`config.mk`:
```
export PLATFORM = sky130hd
export DESIGN_NAME = urm_top
export DESIGN_NICKNAME = d
export VERILOG_FILES = /design/src/urm_pkg.sv /design/src/urm_sync.sv /design/src/urm_serial.sv /design/src/urm_top.sv
export SDC_FILE = /design/constraint.sdc
export NUM_CORES = 1
export LEC_CHECK = 0
export BUFFER_PORTS_ARGS = -buffer_cell sky130_fd_sc_hd__buf_2
export CAP_MARGIN = 20
export CORE_MARGIN = 3
export CORE_UTILIZATION = 51
export CTS_CLUSTER_DIAMETER = 60
export DETAILED_ROUTE_END_ITERATION = 8
export GPL_TIMING_DRIVEN = 0
export PLACE_DENSITY = 0.68
export RECOVER_POWER = 50
export SLEW_MARGIN = 15
export SYNTH_ARGS = -nofsm -noshare
export SYNTH_HDL_FRONTEND = slang
export SYNTH_HIERARCHICAL = 1
export SYNTH_SLANG_ARGS = --single-unit
```
`constraint.sdc`:
```
create_clock -name clk_in -period 2.35 [get_ports clk_in]
set_input_delay 0.3525 -clock clk_in [delete_from_list [all_inputs] [get_ports clk_in]]
set_output_delay 0.3525 -clock clk_in [all_outputs]
set_load 0.01 [all_outputs]
```
`src/urm_pkg.sv`:
```
package urm_pkg;
  // Register indices on the three address lines
  localparam logic [2:0] URM_ADDR_DATA = 3'h0;
  localparam logic [2:0] URM_ADDR_IEN = 3'h1;
  localparam logic [2:0] URM_ADDR_ISTF = 3'h2;
  localparam logic [2:0] URM_ADDR_LCTL = 3'h3;
  localparam logic [2:0] URM_ADDR_MCTL = 3'h4;
  localparam logic [2:0] URM_ADDR_LSTS = 3'h5;
  localparam logic [2:0] URM_ADDR_MSTS = 3'h6;
  localparam logic [2:0] URM_ADDR_SCR = 3'h7;
  // Line control value that opens the enhanced bank
  localparam logic [7:0] URM_ENH_KEY = 8'hBF;
  // Field positions
  localparam int URM_LCR_DIVEN_BIT = 7;
  localparam int URM_MCR_LOOP_BIT = 4;
  localparam int URM_MCR_RTS_BIT = 1;
  localparam int URM_EFR_ENH_BIT = 4;
  // Masks of bits that need the enhanced enable
  localparam logic [7:0] URM_IER_ENH_MASK = 8'hF0;
  localparam logic [7:0] URM_ISR_ENH_MASK = 8'h30;
  localparam logic [7:0] URM_FCR_ENH_MASK = 8'h30;
  localparam logic [7:0] URM_MCR_ENH_MASK = 8'hE4;
  // Values after reset
  localparam logic [7:0] URM_RST_BYTE = 8'h00;
  localparam logic [7:0] URM_RST_LCR = 8'h03;
  localparam logic [15:0] URM_RST_DIV = 16'h0001;
  // Status values without the receive and transmit engines
  localparam logic [7:0] URM_ISR_NONE = 8'h01;
  localparam logic [7:0] URM_LSR_RDY = 8'h01;
  localparam logic [7:0] URM_LSR_TXE = 8'h60;
  // Serial frame length in bit times, start plus eight data plus stop
  localparam logic [3:0] URM_FRAME_BITS = 4'hA;
  localparam logic [3:0] URM_OVERSAMPLE = 4'hF;

  // Host bus request
  typedef struct packed {
    logic cs;
    logic rd;
    logic wr;
    logic [2:0] addr;
    logic [7:0] wdata;
  } urm_bus_type;

  // Modem-side input levels, already synchronised
  typedef struct packed {
    logic cd;
    logic ri;
    logic dsr;
    logic cts;
  } urm_modem_type;
endpackage

```
`src/urm_sync.sv`:
```
`timescale 1ns/10ps
`default_nettype none
// Three-stage synchroniser with agreement filter on the last two stages
module urm_sync #(
  parameter int WIDTH = 1,
  parameter logic [WIDTH-1:0] INIT = '1
) (
  input wire logic clk_in, // System clock
  input wire logic rst_in, // Synchronous reset
  input wire logic [WIDTH-1:0] async_in, // Raw pin levels
  output logic [WIDTH-1:0] level_out // Filtered level
);
  import urm_pkg::*;
  logic [WIDTH-1:0] s1_reg;
  logic [WIDTH-1:0] s2_reg;
  logic [WIDTH-1:0] s3_reg;
  logic [WIDTH-1:0] lvl_reg;
  wire logic [WIDTH-1:0] agree = ~(s2_reg ^ s3_reg);
  wire logic [WIDTH-1:0] lvl_next = (agree & s3_reg) | (~agree & lvl_reg);
  // Shift chain and filtered level
  always_ff @(posedge clk_in) begin
    if (rst_in) begin
      s1_reg <= INIT;
      s2_reg <= INIT;
      s3_reg <= INIT;
      lvl_reg <= INIT;
    end else begin
      s1_reg <= async_in;
      s2_reg <= s1_reg;
      s3_reg <= s2_reg;
      lvl_reg <= lvl_next;
    end
  end
  assign level_out = lvl_reg;
endmodule // urm_sync
`default_nettype wire

```
`src/urm_serial.sv`:
```
`timescale 1ns/10ps
`default_nettype none
// Minimal 8N1 shifter pair: transmit and receive shift registers
module urm_serial (
  input wire logic clk_in, // System clock
  input wire logic rst_in, // Synchronous reset
  input wire logic [15:0] divisor_in, // Baud divisor
  input wire logic tx_load_in, // Load transmit byte
  input wire logic [7:0] tx_byte_in, // Transmit byte
  input wire logic rx_line_in, // Receive shift input
  output logic tx_line_out, // Transmit shift output
  output logic tx_busy_out, // Shifter busy
  output logic rx_done_out, // Byte received pulse
  output logic [7:0] rx_byte_out, // Received byte
  output logic rx_break_out // Line held low a whole frame
);
  import urm_pkg::*;
  logic [15:0] brg_reg;
  logic [3:0] tx_sub_reg;
  logic [3:0] tx_cnt_reg;
  logic [9:0] tx_sh_reg;
  logic [3:0] rx_sub_reg;
  logic [3:0] rx_cnt_reg;
  logic [8:0] rx_sh_reg;
  logic rx_act_reg;
  logic rx_done_reg;
  logic rx_brk_reg;
  // 16-bit baud counter gives the oversample tick
  wire logic tick = (brg_reg <= 16'h0001);
  wire logic tx_bit_end = tick && (tx_sub_reg == URM_OVERSAMPLE);
  wire logic rx_mid = tick && (rx_sub_reg == 4'h7);
  always_ff @(posedge clk_in) begin
    if (rst_in || tick) brg_reg <= divisor_in;
    else brg_reg <= brg_reg - 16'h0001;
  end
  // Transmit shifter, LSB first
  always_ff @(posedge clk_in) begin
    if (rst_in) begin
      tx_cnt_reg <= 4'h0;
      tx_sub_reg <= 4'h0;
      tx_sh_reg <= 10'h3FF;
    end else if (tx_load_in && tx_cnt_reg == 4'h0) begin
      tx_sh_reg <= {1'b1, tx_byte_in, 1'b0};
      tx_cnt_reg <= URM_FRAME_BITS;
      tx_sub_reg <= 4'h0;
    end else if (tx_cnt_reg != 4'h0 && tick) begin
      tx_sub_reg <= tx_sub_reg + 4'h1;
      if (tx_bit_end) begin
        tx_sh_reg <= {1'b1, tx_sh_reg[9:1]};
        tx_cnt_reg <= tx_cnt_reg - 4'h1;
      end
    end
  end
  // Receive shifter, samples mid-bit
  always_ff @(posedge clk_in) begin
    if (rst_in) begin
      rx_act_reg <= 1'b0;
      rx_sub_reg <= 4'h0;
      rx_cnt_reg <= 4'h0;
      rx_sh_reg <= 9'h000;
      rx_done_reg <= 1'b0;
      rx_brk_reg <= 1'b0;
    end else begin
      rx_done_reg <= 1'b0;
      if (!rx_act_reg) begin
        rx_sub_reg <= 4'h0;
        rx_cnt_reg <= 4'h0;
        if (!rx_line_in) rx_act_reg <= 1'b1;
      end else if (tick) begin
        rx_sub_reg <= rx_sub_reg + 4'h1;
        if (rx_mid) begin
          rx_sh_reg <= {rx_line_in, rx_sh_reg[8:1]};
          rx_cnt_reg <= rx_cnt_reg + 4'h1;
          if (rx_cnt_reg == 4'h0 && rx_line_in) rx_act_reg <= 1'b0;
          if (rx_cnt_reg == URM_FRAME_BITS - 4'h1) begin
            rx_act_reg <= 1'b0;
            rx_done_reg <= 1'b1;
            rx_brk_reg <= ~rx_line_in && (rx_sh_reg[8:1] == 8'h00);
          end
        end
      end
    end
  end
  assign tx_line_out = tx_sh_reg[0];
  assign tx_busy_out = (tx_cnt_reg != 4'h0);
  assign rx_done_out = rx_done_reg;
  // Stop bit sits in the top place once the frame is in, data below it
  assign rx_byte_out = rx_sh_reg[7:0];
  assign rx_break_out = rx_brk_reg;
endmodule // urm_serial
`default_nettype wire

```
`src/urm_top.sv`:
```
// Overview of operation
// - modem control bit 4 selects loopback
// - all functions but break keep running during loopback
// - transmit shift output feeds receive shifter
// - transmit and request outputs held high
// - receive and clear-to-send pins ignored
// - access only with chip select, bank-decoded
// - address 0 is receive/transmit holding
// - divisor enable maps divisor bytes
// - zero divisor exposes revision and identity
// - address 1 is interrupt enable
// - address 2 is status/fifo control
// - line control readable in every bank
// - addresses 4-7 modem, line, status, scratch
// - key bank maps enhanced and flow chars
// - enhanced bits gated by enhanced enable
// - 16-bit baud divisor via latch bytes
`timescale 1ns/10ps
`default_nettype none
module urm_top #(
  parameter logic [7:0] REVISION = 8'h5A, // Arbitrary value
  parameter logic [7:0] DEVICE_ID = 8'h3C // Arbitrary value
) (
  input wire logic clk_in, // 40 MHz system clock
  input wire logic rst_in, // Synchronous reset, active high
  input wire urm_pkg::urm_bus_type bus_in, // Host bus request
  input wire logic rx_pin_in, // Serial receive pin
  input wire logic cts_n_in, // Clear to send, active low
  input wire logic dsr_n_in, // Data set ready, active low
  input wire logic cd_n_in, // Carrier detect, active low
  input wire logic ri_n_in, // Ring indicator, active low
  output logic [7:0] rdata_out, // Read data, registered
  output logic tx_pin_out, // Serial transmit pin
  output logic rts_n_out, // Request to send, active low
  output logic dtr_n_out, // Data terminal ready, active low
  output logic loop_out // Loopback active
);
  import urm_pkg::*;

  logic [7:0] rhr_reg;
  logic [7:0] ier_reg;
  logic [7:0] fcr_reg;
  logic [7:0] lcr_reg;
  logic [7:0] mcr_reg;
  logic [7:0] spr_reg;
  logic [7:0] efr_reg;
  logic [15:0] div_reg;
  logic [7:0] xon1_reg;
  logic [7:0] xon2_reg;
  logic [7:0] xoff1_reg;
  logic [7:0] xoff2_reg;
  logic rdy_reg;
  logic ovr_reg;
  logic brk_reg;
  logic [3:0] dmsr_reg;
  logic [3:0] mprev_reg;
  logic rd_prev_reg;
  logic [7:0] rdata_reg;
  logic tx_pin_reg;
  logic rts_n_reg;
  logic dtr_n_reg;
  logic loop_reg;
  logic [7:0] rdata_next;

  // Pin synchronisers, idle levels high
  logic rx_sync;
  logic [3:0] mpin_sync;
  urm_sync #(.WIDTH(1), .INIT(1'b1)) u_rx_sync (
    .clk_in(clk_in),
    .rst_in(rst_in),
    .async_in(rx_pin_in),
    .level_out(rx_sync)
  );
  urm_sync #(.WIDTH(4), .INIT(4'hF)) u_modem_sync (
    .clk_in(clk_in),
    .rst_in(rst_in),
    .async_in({cd_n_in, ri_n_in, dsr_n_in, cts_n_in}),
    .level_out(mpin_sync)
  );

  // Bank decoding
  // chip select qualifies
  wire logic acc_rd = bus_in.cs && bus_in.rd;
  wire logic acc_wr = bus_in.cs && bus_in.wr;
  wire logic div_en = lcr_reg[URM_LCR_DIVEN_BIT];
  wire logic key_bank = (lcr_reg == URM_ENH_KEY);
  wire logic enh_on = efr_reg[URM_EFR_ENH_BIT];
  wire logic [2:0] a = bus_in.addr;
  wire logic loop_on = mcr_reg[URM_MCR_LOOP_BIT];

  // Write strobes per register
  // holding register write
  wire logic wr_thr = acc_wr && a == URM_ADDR_DATA && !div_en && !key_bank;
  wire logic wr_dll = acc_wr && a == URM_ADDR_DATA && div_en;
  wire logic wr_dlm = acc_wr && a == URM_ADDR_IEN && div_en;
  wire logic wr_ier = acc_wr && a == URM_ADDR_IEN && !div_en && !key_bank;
  wire logic wr_fcr = acc_wr && a == URM_ADDR_ISTF && !key_bank;
  wire logic wr_efr = acc_wr && a == URM_ADDR_ISTF && key_bank;
  wire logic wr_xon1 = acc_wr && a == URM_ADDR_MCTL && key_bank;
  wire logic wr_xon2 = acc_wr && a == URM_ADDR_LSTS && key_bank;
  wire logic wr_xoff1 = acc_wr && a == URM_ADDR_MSTS && key_bank;
  wire logic wr_xoff2 = acc_wr && a == URM_ADDR_SCR && key_bank;
  wire logic wr_lcr = acc_wr && a == URM_ADDR_LCTL;
  wire logic wr_mcr = acc_wr && a == URM_ADDR_MCTL && !key_bank;
  wire logic wr_spr = acc_wr && a == URM_ADDR_SCR && !key_bank;

  // Enhanced bit gating
  // mask enhanced bits
  wire logic [7:0] ier_mask = enh_on ? 8'hFF : ~URM_IER_ENH_MASK;
  wire logic [7:0] fcr_mask = enh_on ? 8'hFF : ~URM_FCR_ENH_MASK;
  wire logic [7:0] isr_mask = enh_on ? 8'hFF : ~URM_ISR_ENH_MASK;
  wire logic [7:0] mcr_mask = enh_on ? 8'hFF : ~URM_MCR_ENH_MASK;
  wire logic [7:0] ier_vis = ier_reg & ier_mask;
  wire logic [7:0] mcr_vis = mcr_reg & mcr_mask;

  // Serial path and loopback routing
  logic ser_tx;
  logic ser_busy;
  logic ser_done;
  logic [7:0] ser_byte;
  logic ser_brk;
  wire logic rx_src = loop_on ? ser_tx : rx_sync;
  urm_serial u_serial (
    .clk_in(clk_in),
    .rst_in(rst_in),
    .divisor_in(div_reg),
    .tx_load_in(wr_thr),
    .tx_byte_in(bus_in.wdata),
    .rx_line_in(rx_src),
    .tx_line_out(ser_tx),
    .tx_busy_out(ser_busy),
    .rx_done_out(ser_done),
    .rx_byte_out(ser_byte),
    .rx_break_out(ser_brk)
  );

  // Modem status inputs, loopback feeds from control bits
  // clear-to-send ignored in loopback
  wire logic [3:0] mpin_act = ~mpin_sync;
  wire logic [3:0] mloop = {mcr_reg[3], mcr_reg[2], mcr_reg[0], mcr_reg[1]};
  wire logic [3:0] mstat = loop_on ? mloop : mpin_act;
  wire logic [7:0] msr_vis = {mstat, dmsr_reg};

  // Status register views
  wire logic [7:0] lsr_vis = {1'b0, ~ser_busy, ~ser_busy, brk_reg, 2'b00,
    ovr_reg, rdy_reg};
  wire logic fifo_on = fcr_reg[0];
  wire logic [7:0] isr_vis = ({fifo_on, fifo_on, 6'h00} | URM_ISR_NONE)
    & isr_mask;
  wire logic div_zero = (div_reg == 16'h0000);

  // Read data selection
  // bank and address select read data
  always_comb begin
    rdata_next = 8'h00;
    if (a == URM_ADDR_LCTL) begin
      rdata_next = lcr_reg;
    end else if (div_en && !key_bank && a == URM_ADDR_DATA) begin
      rdata_next = div_zero ? REVISION : div_reg[7:0];
    end else if (div_en && !key_bank && a == URM_ADDR_IEN) begin
      rdata_next = div_zero ? DEVICE_ID : div_reg[15:8];
    end else if (key_bank && a == URM_ADDR_ISTF) begin
      rdata_next = efr_reg;
    end else if (key_bank && (a == URM_ADDR_DATA || a == URM_ADDR_IEN)) begin
      rdata_next = (a == URM_ADDR_DATA) ? div_reg[7:0] : div_reg[15:8];
    end else if (key_bank) begin
      rdata_next = 8'h00;
    end else if (a == URM_ADDR_DATA) begin
      rdata_next = rhr_reg;
    end else if (a == URM_ADDR_IEN) begin
      rdata_next = ier_vis;
    end else if (a == URM_ADDR_ISTF) begin
      rdata_next = isr_vis;
    end else if (a == URM_ADDR_MCTL) begin
      rdata_next = mcr_vis;
    end else if (a == URM_ADDR_LSTS) begin
      rdata_next = lsr_vis;
    end else if (a == URM_ADDR_MSTS) begin
      rdata_next = msr_vis;
    end else begin
      rdata_next = spr_reg;
    end
  end

  // Read strobe edges used for read side effects
  wire logic rd_edge = acc_rd && !rd_prev_reg;
  wire logic rd_rhr = rd_edge && a == URM_ADDR_DATA && !div_en && !key_bank;
  wire logic rd_lsr = rd_edge && a == URM_ADDR_LSTS && !key_bank;
  wire logic rd_msr = rd_edge && a == URM_ADDR_MSTS && !key_bank;
  wire logic [3:0] mdelta = {mstat[3] ^ mprev_reg[3], ~mstat[2] & mprev_reg[2],
    mstat[1:0] ^ mprev_reg[1:0]};

  // Host-written control registers
  // divisor latch bytes
  always_ff @(posedge clk_in) begin
    if (rst_in) begin
      div_reg <= URM_RST_DIV;
      lcr_reg <= URM_RST_LCR;
      ier_reg <= URM_RST_BYTE;
      fcr_reg <= URM_RST_BYTE;
      mcr_reg <= URM_RST_BYTE;
      spr_reg <= URM_RST_BYTE;
      efr_reg <= URM_RST_BYTE;
    end else begin
      if (wr_dll) div_reg[7:0] <= bus_in.wdata;
      if (wr_dlm) div_reg[15:8] <= bus_in.wdata;
      if (wr_lcr) lcr_reg <= bus_in.wdata;
      if (wr_ier) ier_reg <= bus_in.wdata & ier_mask;
      if (wr_fcr) fcr_reg <= bus_in.wdata & fcr_mask;
      if (wr_mcr) mcr_reg <= bus_in.wdata & mcr_mask;
      if (wr_spr) spr_reg <= bus_in.wdata;
      if (wr_efr) efr_reg <= bus_in.wdata;
    end
  end

  // Flow control characters
  always_ff @(posedge clk_in) begin
    if (rst_in) begin
      xon1_reg <= URM_RST_BYTE;
      xon2_reg <= URM_RST_BYTE;
      xoff1_reg <= URM_RST_BYTE;
      xoff2_reg <= URM_RST_BYTE;
    end else begin
      if (wr_xon1) xon1_reg <= bus_in.wdata;
      if (wr_xon2) xon2_reg <= bus_in.wdata;
      if (wr_xoff1) xoff1_reg <= bus_in.wdata;
      if (wr_xoff2) xoff2_reg <= bus_in.wdata;
    end
  end

  // Receive holding and line status; a new event beats the read clear
  always_ff @(posedge clk_in) begin
    if (rst_in) begin
      rhr_reg <= URM_RST_BYTE;
      rdy_reg <= 1'b0;
      ovr_reg <= 1'b0;
      brk_reg <= 1'b0;
      rd_prev_reg <= 1'b0;
    end else begin
      rd_prev_reg <= acc_rd;
      if (ser_done) begin
        rhr_reg <= ser_byte;
        rdy_reg <= 1'b1;
      end else if (rd_rhr) begin
        rdy_reg <= 1'b0;
      end
      if (ser_done && rdy_reg && !rd_rhr) ovr_reg <= 1'b1;
      else if (rd_lsr) ovr_reg <= 1'b0;
      if (ser_done && ser_brk) brk_reg <= 1'b1;
      else if (rd_lsr) brk_reg <= 1'b0;
    end
  end

  // Modem status deltas, set wins over read clear
  always_ff @(posedge clk_in) begin
    if (rst_in) begin
      mprev_reg <= 4'h0;
      dmsr_reg <= 4'h0;
    end else begin
      mprev_reg <= mstat;
      dmsr_reg <= mdelta | (rd_msr ? 4'h0 : dmsr_reg);
    end
  end

  // Registered pin drivers and read data
  // outputs held high in loopback
  always_ff @(posedge clk_in) begin
    if (rst_in) begin
      tx_pin_reg <= 1'b1;
      rts_n_reg <= 1'b1;
      dtr_n_reg <= 1'b1;
      loop_reg <= 1'b0;
      rdata_reg <= 8'h00;
    end else begin
      tx_pin_reg <= loop_on | (ser_tx & ~lcr_reg[6]);
      rts_n_reg <= loop_on | ~mcr_reg[URM_MCR_RTS_BIT];
      dtr_n_reg <= loop_on | ~mcr_reg[0];
      loop_reg <= loop_on;
      if (acc_rd) rdata_reg <= rdata_next;
    end
  end

  assign rdata_out = rdata_reg;
  assign tx_pin_out = tx_pin_reg;
  assign rts_n_out = rts_n_reg;
  assign dtr_n_out = dtr_n_reg;
  assign loop_out = loop_reg;
endmodule // urm_top
`default_nettype wire

```
==> flow_metrics.py <==
metrics = {
    "synth": {
        "synth_edf_count": 0,
        "seq_area_frac_synth_pct": 41.5,
        "synth_nets": 926,
        "mappedNetlistArea_um2": 7810,
        "syn_area_per_cell_um2": 8.71,
        "synthFlopType": "dfxtp_1",
        "yosys-top-cells-area": "dfxtp_1 (42%), mux2i_1 (5.4%), a21oi_1 (5.1%)",
        "synth_top_area_cell": "dfxtp_1",
        "yosys_register_bits": 162,
        "synth.most_common_cell": "dfxtp_1",
        "yosys_warnings": 6,
        "synthArstFlopShare_pct": 0,
        "synth_common_cells": "dfxtp_1 (162), nor2_1 (95), a21oi_1 (79), nand2_1 (76), mux2i_1 (42)",
        "synthCells": 896,
        "synth_top_area_share_pct": 41.5,
        "synth_cell_types": 84,
    },
    "global_routing": {
        "grt_pass1_wl_mm": 34.7,
        "grt_pass1_vias": 6299,
        "grt_max_degree": 17,
        "grt_use_total_pct": 26.9,
        "gr-total-overflow": 0,
        "antenna_found_initial": 0,
    },
    "die": {
        "die_h_um": 130,
        "row_count": 44,
        "die_x_um": 130,
        "pin_count": 33,
        "core_um2": 14800,
        "die_area_um2": 16800,
        "initial_core_util_pct": 52.9,
    },
    "layout": {
        "design_area_um2": 8860,
        "final_core_util_pct": 60.0,
        "flow.area_growth_from_synthesis_pct": 13.4,
        "drive_above_1_share_pct": 14.0,
        "diodes": 0,
        "nNetsFinal": 979,
    },
    "route": {
        "via_count": 6970,
        "drt_iter0_drc": 782,
        "dr.pass1.iters": 5,
        "drt_drc_violations_left": 0,
        "wl_mm": 22.1,
        "avgRoutedWirePerCell_um": 19.3,
        "ant_nets": 0,
        "via_per_inst": 6.08,
    },
    "setup_path": {
        "rr_worst_depth": 8,
        "setup.worst_path.start_class": "flop",
        "crit_start": "u_serial/tx_cnt_reg[1]",
        "worstReg2RegEnd": "rdata_out[6]",
        "r2r_slack_ps": 40,
        "crit_path_max_fanout": 4,
        "path_class": "flop to flop",
        "cp.required_ps": 2680,
        "endpoint_kind": "flop",
        "timing.rr.start": "u_serial/tx_cnt_reg[1]",
        "cp_data_arrival_time_ps": 2640,
        "crit_path_end": "rdata_out[6]",
    },
    "placed_design": {
        "placed_area_um2": 8190,
        "io_buffer_count": 31,
        "dp_slack_ps": -612,
        "dp_hpwl_mm": 15.5,
        "gp_congestion": 0.950,
    },
    "clock_network": {
        "clk_latency_ps": 440,
        "clk_pin_slew_ps": 60,
        "cts_root_buf": "clkbuf_16",
        "htree_num_levels": 4,
        "numCtsBuffers": 17,
        "cts_tree": "built",
        "postCtsHoldBufs": 0,
        "cts_sinks": 162,
        "clockBufferDepth": 2,
    },
    "power_and_ir_drop": {
        "finalPower_mw": 7.70,
        "ir_drop_uv": 544,
        "cellPowerDensity_nw_per_um2": 869,
        "p_leak_nw": 3.31,
    },
    "timing": {
        "finalCritPeriodShare_pct": 98.4,
        "fin_skew_ps": 6.94,
        "clock.fmax_mhz": 433,
        "relSlewSlack_pct": 38.1,
        "report.final.slew_viol_count": 0,
        "finalSetupTns_ps": 0,
        "tightestPinTransition_ps": 926,
        "final_hold_viol_count": 0,
        "min_period_ps": 2310,
        "setup_ws_ps": 38.8,
        "setup_viol_count_final": 0,
    },
    "min_path": {
        "hp-class": "primary input to flop",
    },
    "job": {
        "cap_viol_max_count": 0,
    },
    "outcome": {
        "status": "completed",
    },
}
-- routing by layer --
layer,share of wire (%),GRT usage [%]
met3,7.2,6.22
met5,0,0
met1,47,38.6
met4,2.6,9.54
met2,44,39.7
-- worst max-delay path: stages, from the launching register on --
cell and delay, ps:
dfxtp_1 320, inv_1 80, ha_2 180, nor3b_4 240
inv_4 80, a32o_1 220, a222oi_1 590, a21oi_1 200
a2111oi_2 290
-- how the worst min path moves through the flow --
stage | startpoint | end | slack, ps | depth (start not counted)
detailed placement | u_modem_sync/s1_reg[2] | u_modem_sync/s2_reg[2] | 390 | 1
CTS | cd_n_in | u_modem_sync/s1_reg[3] | 80 | 2
finish | cd_n_in | u_modem_sync/s1_reg[3] | 90 | 2
global route | cd_n_in | u_modem_sync/s1_reg[3] | 80 | 2
floorplan | mcr_reg[0] | dtr_n_out | 380 | 1
global placement | u_rx_sync/s1_reg | u_rx_sync/s2_reg | 390 | 1
-- report_power, final --
part           internal [mW]  leakage (nW)  switching [mW]
clock network           1.81         0.311            1.22
logic                  0.607          1.68            1.09
registers               2.85          1.31           0.109
total                   5.27          3.31            2.42
-- cells by family after synthesis --
| kind of cell | share of synthesized area (%) |
|---|---|
| simple gates | 23.2 |
| compound gates | 18.2 |
| flops | 41.5 |
| buf+inv | 5.99 |
| mux | 7.98 |
| xor+xnor | 1.68 |
| fa+ha+maj | 1.44 |
-- cell usage in the layout (no fill, tap or decap), types with 6 or more instances in the layout --
cell and n:
nand2_1 76, buf_4 15, nand3_1 34, nand3b_1 8, mux2i_1 42, nor3_1 23
clkbuf_1 47, dfxtp_1 162, nand2b_1 9, o211ai_1 6, nand4_1 17, nor2_1 95
o22ai_1 8, or2_1 15, buf_2 30, o21ai_0 31, clkbuf_16 17, nor2b_1 7
a21oi_1 79, xnor2_1 11, nor4_1 9, a31oi_1 6, inv_1 20, o21bai_1 7
inv_6 6, mux2_2 18, a211oi_1 19, ha_1 8
-- through the flow --
step / std cells / hold WS [ps]
global placement: 1111 / 387
detailed placement: 1111 / 390
floorplan: 896 / 382
finish: 1146 / 90.7
CTS: 1144 / 75.8
global route: 1146 / 83.3
-- area by class of cell --
cell class                      instances  area [µm²]
Inverter                               23        88.8
Timing Repair Buffer                   34         161
Multi-Input combinational cell        643        4130
Clock inverter                         14         211
Buffer                                 68         367
Sequential cell                       162        3240
Clock buffer                           18         429
Tap cell                              184         230
Fill cell                            1347        5900
-- what timing repair did --
item	4_1_cts	5_1_grt
cloned	0	0
setup buffers	1	2
pin swaps	1	2
endpoints found under the setup margin	13	24
resized for setup	4	12
Note: power is estimated with default switching activity, not from simulation.
